==> config.mk <==
export PLATFORM = sky130hd
export DESIGN_NAME = interrupt_vector_resolver
export DESIGN_NICKNAME = d
export VERILOG_FILES = /design/src/hw/interrupt_vector_resolver.v /design/src/hw/vector_byte_port.v
export VERILOG_INCLUDE_DIRS = /design/src /design/src/hw
export SDC_FILE = /design/constraint.sdc
export NUM_CORES = 1
export LEC_CHECK = 0
export BUFFER_PORTS_ARGS = -buffer_cell sky130_fd_sc_hd__buf_4
export CORE_UTILIZATION = 25
export CTS_BUF_LIST = sky130_fd_sc_hd__clkbuf_16
export CTS_CLUSTER_DIAMETER = 30
export DETAILED_ROUTE_END_ITERATION = 7
export PLACE_DENSITY = 0.41
export SLEW_MARGIN = 20
export SYNTH_ARGS = -nofsm -noshare
export SYNTH_HDL_FRONTEND = slang
export SYNTH_SLANG_ARGS = --single-unit
==> constraint.sdc <==
create_clock -name i_sys_clk -period 2.27 [get_ports i_sys_clk]
set_input_delay 0 -clock i_sys_clk [delete_from_list [all_inputs] [get_ports i_sys_clk]]
set_output_delay 0 -clock i_sys_clk [all_outputs]
set_load 0.02 [all_outputs]
==> src/hw/vector_resolver_defs.vh <==
// Constants for the interrupt vector resolver: table layout and source codes.
// Included by the resolver only; its byte-wide memory port module does not include it.
`ifndef VECTOR_RESOLVER_DEFS_VH
`define VECTOR_RESOLVER_DEFS_VH

`define VEC_BYTES 3'h4
`define FIX_UND_BASE 16'hffdc
`define FIX_OVF_BASE 16'hffe0
`define FIX_BRK_BASE 16'hffe4
`define FIX_BRK_TEST 16'hffe7
`define FIX_AMATCH_BASE 16'hffe8
`define FIX_STEP_BASE 16'hffec
`define FIX_SPECIAL_BASE 16'hfff0
`define FIX_ABREAK_BASE 16'hfff4
`define FIX_RSVD_BASE 16'hfff8
`define FIX_RESET_BASE 16'hfffc
`define BRK_REDIRECT_BYTE 8'hff

// Source kinds presented with a request
`define SRC_UND 4'h0
`define SRC_OVF 4'h1
`define SRC_BRK 4'h2
`define SRC_AMATCH 4'h3
`define SRC_STEP 4'h4
`define SRC_SPECIAL 4'h5
`define SRC_ABREAK 4'h6
`define SRC_RESET 4'h7
`define SRC_RELOC 4'h8

// Relocatable interrupt numbers: BRK, hardware sources, first software number
`define NUM_BRK 6'h00
`define NUM_CMP1 6'h01
`define NUM_CMP2 6'h02
`define NUM_CLK_TIMER 6'h0a
`define NUM_SC2_TX 6'h0b
`define NUM_SC2_RX 6'h0c
`define NUM_KEY 6'h0d
`define NUM_CAP_CMP1 6'h10
`define NUM_SC0_TX 6'h11
`define NUM_SC0_RX 6'h12
`define NUM_EXT_PIN2 6'h15
`define NUM_GTIMER1 6'h16
`define NUM_GTIMER2 6'h18
`define NUM_EXT_PIN1 6'h19
`define NUM_CAP_OVF 6'h1b
`define NUM_CAP_CMP0 6'h1c
`define NUM_EXT_PIN0 6'h1d
`define NUM_EXT_PIN4 6'h1e
`define NUM_CAPTURE 6'h1f
`define NUM_SW_FIRST 6'h20

`endif

==> src/hw/interrupt_vector_resolver.v <==
// Interrupt vector resolver: finds the vector slot of an acknowledged
// request, fetches its four bytes and hands the routine address to the PC.
// Assumes a byte-wide vector memory with one cycle read latency and a
// sequencer that holds no second request while busy.
`timescale 1ns/1ps
`include "vector_resolver_defs.vh"
module interrupt_vector_resolver #(
    parameter PC_W = 20,
    parameter AW = 16
) (
    input wire i_sys_clk,
    input wire i_rst_n,
    input wire i_ack,
    input wire [3:0] i_src_kind,
    input wire i_sw_int,
    input wire [5:0] i_int_num,
    input wire [AW-1:0] i_vector_base_register,
    input wire [7:0] i_mem_data,
    output reg o_mem_rd,
    output reg [AW-1:0] o_mem_addr,
    output reg o_busy,
    output reg o_pc_load,
    output reg [PC_W-1:0] o_pc,
    output reg o_hw_num_err
);
    localparam S_IDLE = 3'h0;
    localparam S_TEST = 3'h1;
    localparam S_TWAIT = 3'h2;
    localparam S_FETCH = 3'h3;
    localparam S_DONE = 3'h4;

    reg [2:0] state_r;
    reg [2:0] state_nxt;
    reg [AW-1:0] slot_r;
    reg [AW-1:0] slot_nxt;
    reg [AW-1:0] reloc_zero_r;
    reg [AW-1:0] reloc_zero_nxt;
    reg [1:0] idx_r;
    reg [1:0] idx_nxt;
    reg [1:0] rcv_r;
    reg [1:0] rcv_nxt;
    reg [31:0] vec_r;
    reg [31:0] vec_nxt;
    reg req;
    reg [AW-1:0] req_addr;
    // Last byte request goes out once; replies arrive well after it
    reg last_sent_r;
    reg pc_load_nxt;
    reg err_nxt;
    wire port_valid;
    wire [7:0] port_data;
    wire port_rd;
    wire [AW-1:0] port_addr;

    // Fixed slot base for each non-relocatable source kind
    function [AW-1:0] fixed_base;
        input [3:0] kind;
        begin
            case (kind)
                `SRC_UND: fixed_base = `FIX_UND_BASE;
                `SRC_OVF: fixed_base = `FIX_OVF_BASE;
                `SRC_BRK: fixed_base = `FIX_BRK_BASE;
                `SRC_AMATCH: fixed_base = `FIX_AMATCH_BASE;
                `SRC_STEP: fixed_base = `FIX_STEP_BASE;
                `SRC_SPECIAL: fixed_base = `FIX_SPECIAL_BASE;
                `SRC_ABREAK: fixed_base = `FIX_ABREAK_BASE;
                `SRC_RESET: fixed_base = `FIX_RESET_BASE;
                default: fixed_base = `FIX_RSVD_BASE;
            endcase
        end
    endfunction

    // Slot address inside the relocatable table; wraps past base on purpose
    function [AW-1:0] reloc_slot;
        input [AW-1:0] base;
        input [5:0] num;
        begin
            reloc_slot = base + {{(AW-8){1'b0}}, num, 2'b00};
        end
    endfunction

    // Numbers that some hardware source owns
    function hw_owned;
        input [5:0] num;
        begin
            case (num)
                `NUM_CMP1, `NUM_CMP2: hw_owned = 1'b1;
                `NUM_CLK_TIMER: hw_owned = 1'b1;
                `NUM_SC2_TX, `NUM_SC2_RX: hw_owned = 1'b1;
                `NUM_KEY: hw_owned = 1'b1;
                `NUM_SC0_TX, `NUM_SC0_RX: hw_owned = 1'b1;
                `NUM_GTIMER1, `NUM_GTIMER2: hw_owned = 1'b1;
                `NUM_EXT_PIN2, `NUM_EXT_PIN1: hw_owned = 1'b1;
                `NUM_EXT_PIN0, `NUM_EXT_PIN4: hw_owned = 1'b1;
                `NUM_CAP_CMP1, `NUM_CAP_OVF: hw_owned = 1'b1;
                `NUM_CAP_CMP0, `NUM_CAPTURE: hw_owned = 1'b1;
                default: hw_owned = 1'b0;
            endcase
        end
    endfunction

    vector_byte_port #(
        .AW(AW)
    ) u_port (
        .i_sys_clk(i_sys_clk),
        .i_rst_n(i_rst_n),
        .i_req(req),
        .i_addr(req_addr),
        .i_mem_data(i_mem_data),
        .o_mem_rd(port_rd),
        .o_mem_addr(port_addr),
        .o_valid(port_valid),
        .o_data(port_data)
    );

    always @* begin
        state_nxt = state_r;
        slot_nxt = slot_r;
        reloc_zero_nxt = reloc_zero_r;
        idx_nxt = idx_r;
        rcv_nxt = rcv_r;
        vec_nxt = vec_r;
        req = 1'b0;
        req_addr = slot_r;
        pc_load_nxt = 1'b0;
        err_nxt = 1'b0;
        case (state_r)
            S_IDLE: begin
                if (i_ack) begin
                    idx_nxt = 2'b00;
                    rcv_nxt = 2'b00;
                    reloc_zero_nxt = reloc_slot(i_vector_base_register,
                        `NUM_BRK);
                    if (i_sw_int || i_src_kind == `SRC_RELOC) begin
                        // Any number 0..63 from an instruction is fetched
                        slot_nxt = reloc_slot(i_vector_base_register,
                            i_int_num);
                        err_nxt = !i_sw_int && !hw_owned(i_int_num);
                        state_nxt = S_FETCH;
                    end else if (i_src_kind == `SRC_BRK) begin
                        slot_nxt = fixed_base(i_src_kind);
                        state_nxt = S_TEST;
                    end else begin
                        slot_nxt = fixed_base(i_src_kind);
                        state_nxt = S_FETCH;
                    end
                end
            end
            S_TEST: begin
                req = 1'b1;
                req_addr = `FIX_BRK_TEST;
                state_nxt = S_TWAIT;
            end
            S_TWAIT: begin
                if (port_valid) begin
                    if (port_data == `BRK_REDIRECT_BYTE) begin
                        slot_nxt = reloc_zero_r;
                    end
                    state_nxt = S_FETCH;
                end
            end
            S_FETCH: begin
                // Issue one byte per cycle, gather them as they return
                req = (idx_r != 2'b11) || !last_sent_r;
                req_addr = slot_r + {{(AW-2){1'b0}}, idx_r};
                if (req && idx_r != 2'b11) begin
                    idx_nxt = idx_r + 2'b01;
                end
                if (port_valid) begin
                    vec_nxt[rcv_r*8 +: 8] = port_data;
                    rcv_nxt = rcv_r + 2'b01;
                    if (rcv_r == 2'b11) begin
                        state_nxt = S_DONE;
                    end
                end
            end
            S_DONE: begin
                pc_load_nxt = 1'b1;
                state_nxt = S_IDLE;
            end
            default: state_nxt = S_IDLE;
        endcase
    end

    always @(posedge i_sys_clk or negedge i_rst_n) begin
        if (!i_rst_n) begin
            state_r <= S_IDLE;
            slot_r <= {AW{1'b0}};
            reloc_zero_r <= {AW{1'b0}};
            idx_r <= 2'b00;
            rcv_r <= 2'b00;
            vec_r <= 32'h0000_0000;
            last_sent_r <= 1'b0;
            o_busy <= 1'b0;
            o_pc_load <= 1'b0;
            o_pc <= {PC_W{1'b0}};
            o_hw_num_err <= 1'b0;
            o_mem_rd <= 1'b0;
            o_mem_addr <= {AW{1'b0}};
        end else begin
            state_r <= state_nxt;
            slot_r <= slot_nxt;
            reloc_zero_r <= reloc_zero_nxt;
            idx_r <= idx_nxt;
            rcv_r <= rcv_nxt;
            vec_r <= vec_nxt;
            o_hw_num_err <= err_nxt;
            o_busy <= (state_nxt != S_IDLE);
            o_mem_rd <= port_rd;
            o_mem_addr <= port_addr;
            if (state_r == S_FETCH && req && idx_r == 2'b11) begin
                last_sent_r <= 1'b1;
            end else if (state_r != S_FETCH) begin
                last_sent_r <= 1'b0;
            end
            o_pc_load <= pc_load_nxt;
            if (pc_load_nxt) begin
                // Upper vector bits beyond the PC width are dropped
                o_pc <= vec_r[PC_W-1:0];
            end
        end
    end
endmodule // interrupt_vector_resolver

==> src/hw/vector_byte_port.v <==
// Byte read port towards the vector memory, with a registered data return.
// Assumes memory answers one cycle after the strobe that the resolver
// re-registers onto its own pins, two cycles after o_mem_rd here.
`timescale 1ns/1ps
module vector_byte_port #(
    parameter AW = 16
) (
    input wire i_sys_clk,
    input wire i_rst_n,
    input wire i_req,
    input wire [AW-1:0] i_addr,
    input wire [7:0] i_mem_data,
    output reg o_mem_rd,
    output reg [AW-1:0] o_mem_addr,
    output reg o_valid,
    output reg [7:0] o_data
);
    reg pend_r;
    reg land_r;

    // Read data is registered so the resolver never sees a raw memory path
    always @(posedge i_sys_clk or negedge i_rst_n) begin
        if (!i_rst_n) begin
            o_mem_rd <= 1'b0;
            o_mem_addr <= {AW{1'b0}};
            pend_r <= 1'b0;
            land_r <= 1'b0;
            o_valid <= 1'b0;
            o_data <= 8'h00;
        end else begin
            o_mem_rd <= i_req;
            if (i_req) begin
                o_mem_addr <= i_addr;
            end
            // Pend mirrors the pin strobe, land the cycle memory drives data
            pend_r <= o_mem_rd;
            land_r <= pend_r;
            o_valid <= land_r;
            if (land_r) begin
                o_data <= i_mem_data;
            end
        end
    end
endmodule // vector_byte_port

==> out/results.txt <==
The diode insertion count for antenna repair was 0. The number of sinks on the clock net was 127; the basic-gate share of the synthesized area counting and, or, nand and nor cells was 16.6%. The floorplan has 54 rows.

Counting the fill cells in the layout gives 2269. The part of the Yosys area used for sequential elements came out at 55.6%. For this run, the total global-route usage over all layers was measured as 12.9%. The tools report the initial antenna violation count as 0.

The run gives 0.0235 mm2 as the area enclosed by the die boundary. XOR/XNOR share of the synthesized area: 2.91%. The starting density of the core was 25.9%; the clock-pin transition on the worst setup and hold timing paths was 0.06 ns. The adder-cell share of the synthesized area was 5.08%. In the final layout, the multi-input gates occupy 0.00240 mm2. Buffers inserted during clock tree synthesis total 17. The slowest stage of the critical path belongs to the cell sky130_fd_sc_hd__dlygate4sd3_1. Ratio of final minimum period to clock period: 94.5%. Number of flops mapped to enable cells by yosys: 0. Once detailed placement completed, the half-perimeter wirelength came to 10.1 mm.

The critical path starts at i_vector_base_register[2]. After detailed routing, the number of vias per cell comes to 4.50. The tools report the core footprint as 0.0221 mm2.

The pin count of the biggest net entering global routing was 47. CTS placed an instance of sky130_fd_sc_hd__clkbuf_16 at the clock tree root. STA puts the critical path data required time at 2.57 ns. By area, the combinational part of the netlist is dominated by simple AND/OR/NAND/NOR gates. In this run the power density over the cells is 1280 mW/mm2. The run gives 0.497 mV as the peak ir drop on the vdd network. The type of the worst setup path was input pin to flip-flop.

At the end of routability-driven placement, the weighted congestion stood at 0.765. For this block, the initial DRC count from the detailed router was 222. In the final layout, flip-flops and latches occupy 0.00318 mm2.

In this run the worst path has a maximum fanout of 3. The post-route setup TNS came out at 0 ns. The wire length of the first global-routing pass is 23.7 mm, and the final wirelength is 14.2 mm. For the max-slew violation count, the log shows 0. Walking the worst path, the cells encountered are dlygate4sd3_1 > buf_4 > ha_1 > fa_1 > a21o_1 > a31oi_1 > nor2_1 > a311o_1 > a22o_1. Once detail routing completed, the nets flagged for antenna violations numbered 0.

Mux share of post-synthesis cell area: 6.08%. The cell area that synthesis handed to floorplanning was 0.00572 mm2. The H-tree generated during clock tree synthesis spans 4 levels.

The endpoint of the most critical register-to-register path is u_port.o_mem_addr[10]. The slack of the critical path was 0.125 ns. For this run, design rule violations remaining after detail routing come to 0. The min-delay analysis places its worst path in the category input pin to flip-flop.

The sum of overflow across all layers after global routing is 0, and the fmax is 466 MHz. The per-instance average area after synthesis works out to 10.6 um2. Among cell families on the critical path, the largest total delay comes from compound AO/OA/AOI/OAI gates. TritonCTS built the clock tree.

In the layout the commonest cells are 127 x sky130_fd_sc_hd__dfrtp_1, 108 x sky130_fd_sc_hd__nand2_1, 91 x sky130_fd_sc_hd__buf_4, 36 x sky130_fd_sc_hd__nor2_1. The clock passes through at most 2 buffers. Across the routed clock network, the largest skew measured is 0.00761 ns. The kind of start point of the critical path was an input pin. STA classifies the critical path endpoint as a flip-flop. The leading cell type in the layout, fill and taps excluded was sky130_fd_sc_hd__dfrtp_1.

In this design, the stage delay of the slowest critical-path cell is 0.53 ns. The via count of the first global-routing pass was 4380. The post-route netlist has 24.0% of its cells at a drive strength greater than 1. The die boundary height was 153 um.

With fillers left out, the area of the finished cells amounts to 0.00756 mm2. The number of different library cells used by synthesis comes to 54. The worst path in the final design needs a cycle of 2.15 ns, including I/O delays and setup.

The width of the die is 153 um, and the number of endpoints with negative hold slack in the final report is 0. The area of placed instances is 0.00668 mm2, and the post-synthesis register bit count is 127. The critical path data arrival time was 2.45 ns.

The number of gates resized after CTS was 0. The count of pins on the block boundary came out at 78. Timing analysis after detailed placement gives a worst setup slack of 0.224 ns.

The normalized max-slew margin is 58.3%, and the per-cell routed wire length is 14.8 um. The run finished with clean final reports. For the number of endpoints failing setup at the final stage, the log shows 0.

The endpoint of the most critical setup path is slot_r[12]. Once layout is complete, the utilization of the core stands at 34.2%. In this run the tool buffered the top-level ports with 77 buffer cells. The tools report the count of synthesis-stage warnings from yosys as 0. The number of hold-repair buffers added at the cts stage was 29; the complex-gate fraction of the synthesized area was 11.3%. Counting cells, the worst reg-to-reg path comes to 7.

The logs give 4 for the first-pass iteration count of the detailed router and 599 for the post-synthesis net count. From synthesis to final layout, the design area changed by 32.3%. For the pin with the worst max-slew slack, the measured transition is 0.625 ns. The number of stages on the worst setup path works out to 9.

The flip-flop cell with the highest count after synthesis was sky130_fd_sc_hd__dfrtp_1. The tools report the clock insertion delay at the later pin of the skew report as 0.41 ns. Detailed routing inserted a total of 4289 vias.

The worst register-to-register path begins at idx_r[0]. Max-cap violations in this run came to 0. Synthesis produced 539 cells. Of all flip-flops after synthesis, the portion carrying an async set or reset was 100%. The net count of the finished layout is 721.

For the static power due to leakage, the log shows 3.49 nW. Count of buffering cells on the critical path with inverters included: 2. The number of setup buffers added after CTS is 0. Setup repair after global routing left no endpoint under its margin. The worst register-to-register path has a setup slack of 0.34 ns.
## state kept, by name, indices dropped and copies added (netlist names)
register           count
last_sent_r            1
u_port.land_r          1
vec_r                 20
o_pc                  20
u_port.o_data          8
u_port.o_mem_addr     16
u_port.o_valid         1
o_hw_num_err           1
u_port.o_mem_rd        1
slot_r                16
o_mem_addr            16
o_busy                 1
o_pc_load              1
rcv_r                  2
reloc_zero_r          16
u_port.pend_r          1
idx_r                  2
state_r                3
## through the flow
step	hold WS (ns)	power, W	std cells
after detailed placement	0.0679	0.00699	893
after CTS	0.0242	0.00983	954
final	0.0307	0.00969	954
after floorplan	-0.296	0.00577	539
after global routing	0.0425	0.0104	954
after global placement	0.0602	0.00691	893
## worst min-delay path by stage
stage | slack, ns | start | depth (start not counted) | endpoint
after global placement | 0.06 | i_rst_n | 1 | o_pc[11]
after detailed placement | 0.07 | i_rst_n | 1 | o_pc_load
final | 0.03 | i_int_num[5] | 4 | o_hw_num_err
after CTS | 0.02 | i_int_num[5] | 4 | o_hw_num_err
after global routing | 0.04 | i_int_num[5] | 4 | o_hw_num_err
after floorplan | -0.30 | i_rst_n | 0 | idx_r[0]
## metal layers
layer,track usage [%],wire length [um],vias to the layer above
li1,-,-,2119
met1,17.8,7050,2082
met2,19.9,6410,77
met3,2.81,537,11
met4,4.47,169,0
met5,0,0,-
## final cells by class
| type | instances | share of cell area, % |
|---|---|---|
| well taps | 280 | 4.63 |
| flip-flops and latches | 127 | 42.0 |
| multi-input cells | 381 | 31.7 |
| clock buffers | 17 | 5.62 |
| clock inverters | 15 | 2.23 |
| inverters | 13 | 0.645 |
| repair buffers | 121 | 13.1 |
## Yosys cell counts (2+ instances only)
library cell,number,area share [%]
sky130_fd_sc_hd__nor3b_1,6,0.79
sky130_fd_sc_hd__and4_1,4,0.61
sky130_fd_sc_hd__dfrtp_1,127,56
sky130_fd_sc_hd__a31oi_1,6,0.66
sky130_fd_sc_hd__o31ai_1,3,0.39
sky130_fd_sc_hd__buf_2,8,0.70
sky130_fd_sc_hd__mux2_2,30,5.9
sky130_fd_sc_hd__and3_1,7,0.77
sky130_fd_sc_hd__buf_4,4,0.53
sky130_fd_sc_hd__a21o_1,2,0.26
sky130_fd_sc_hd__nand4_1,5,0.55
sky130_fd_sc_hd__nor2b_1,3,0.33
sky130_fd_sc_hd__a21oi_1,30,2.6
sky130_fd_sc_hd__o21ai_0,25,2.2
sky130_fd_sc_hd__clkbuf_1,6,0.39
sky130_fd_sc_hd__and2_1,3,0.33
sky130_fd_sc_hd__nor3_2,2,0.35
sky130_fd_sc_hd__inv_1,13,0.85
sky130_fd_sc_hd__nand3b_1,2,0.26
sky130_fd_sc_hd__a221oi_1,2,0.31
sky130_fd_sc_hd__nand3_1,10,0.88
sky130_fd_sc_hd__a211o_1,3,0.46
sky130_fd_sc_hd__xor2_1,12,1.8
sky130_fd_sc_hd__nor2_1,36,2.4
sky130_fd_sc_hd__xnor2_1,7,1.1
sky130_fd_sc_hd__nand2_1,108,7.1
sky130_fd_sc_hd__o211ai_1,3,0.39
sky130_fd_sc_hd__o21ai_1,16,1.4
sky130_fd_sc_hd__fa_1,2,0.70
sky130_fd_sc_hd__a22o_1,5,0.77
sky130_fd_sc_hd__a31o_2,2,0.31
sky130_fd_sc_hd__ha_1,20,4.4
sky130_fd_sc_hd__nor3_1,6,0.53
## power breakdown
group / internal [W] / switching (W)
combinational: 0.00131 / 0.00172
sequential: 0.00318 / 0.000739
clock: 0.00172 / 0.00102
total: 0.00621 / 0.00348
## kinds of logic (layout without fill, tap and decap cells)
kind of cell,Yosys count,in the layout
AND/OR/NAND/NOR,202,202
buffers and inverters,31,166
flip-flops,127,127
multiplexers,31,31
adder cells (fa/ha/maj),22,22
AO/OA/AOI/OAI,107,107
XOR/XNOR,19,19
## worst min-delay path: cells and delay by family
| kind | cells | cell delay (ns) |
|---|---|---|
| simple gates | 1 | 0.20 |
| compound gates | 2 | 0.11 |
| buf+inv | 1 | 0.09 |
Note: power is estimated with default switching activity, not from simulation.
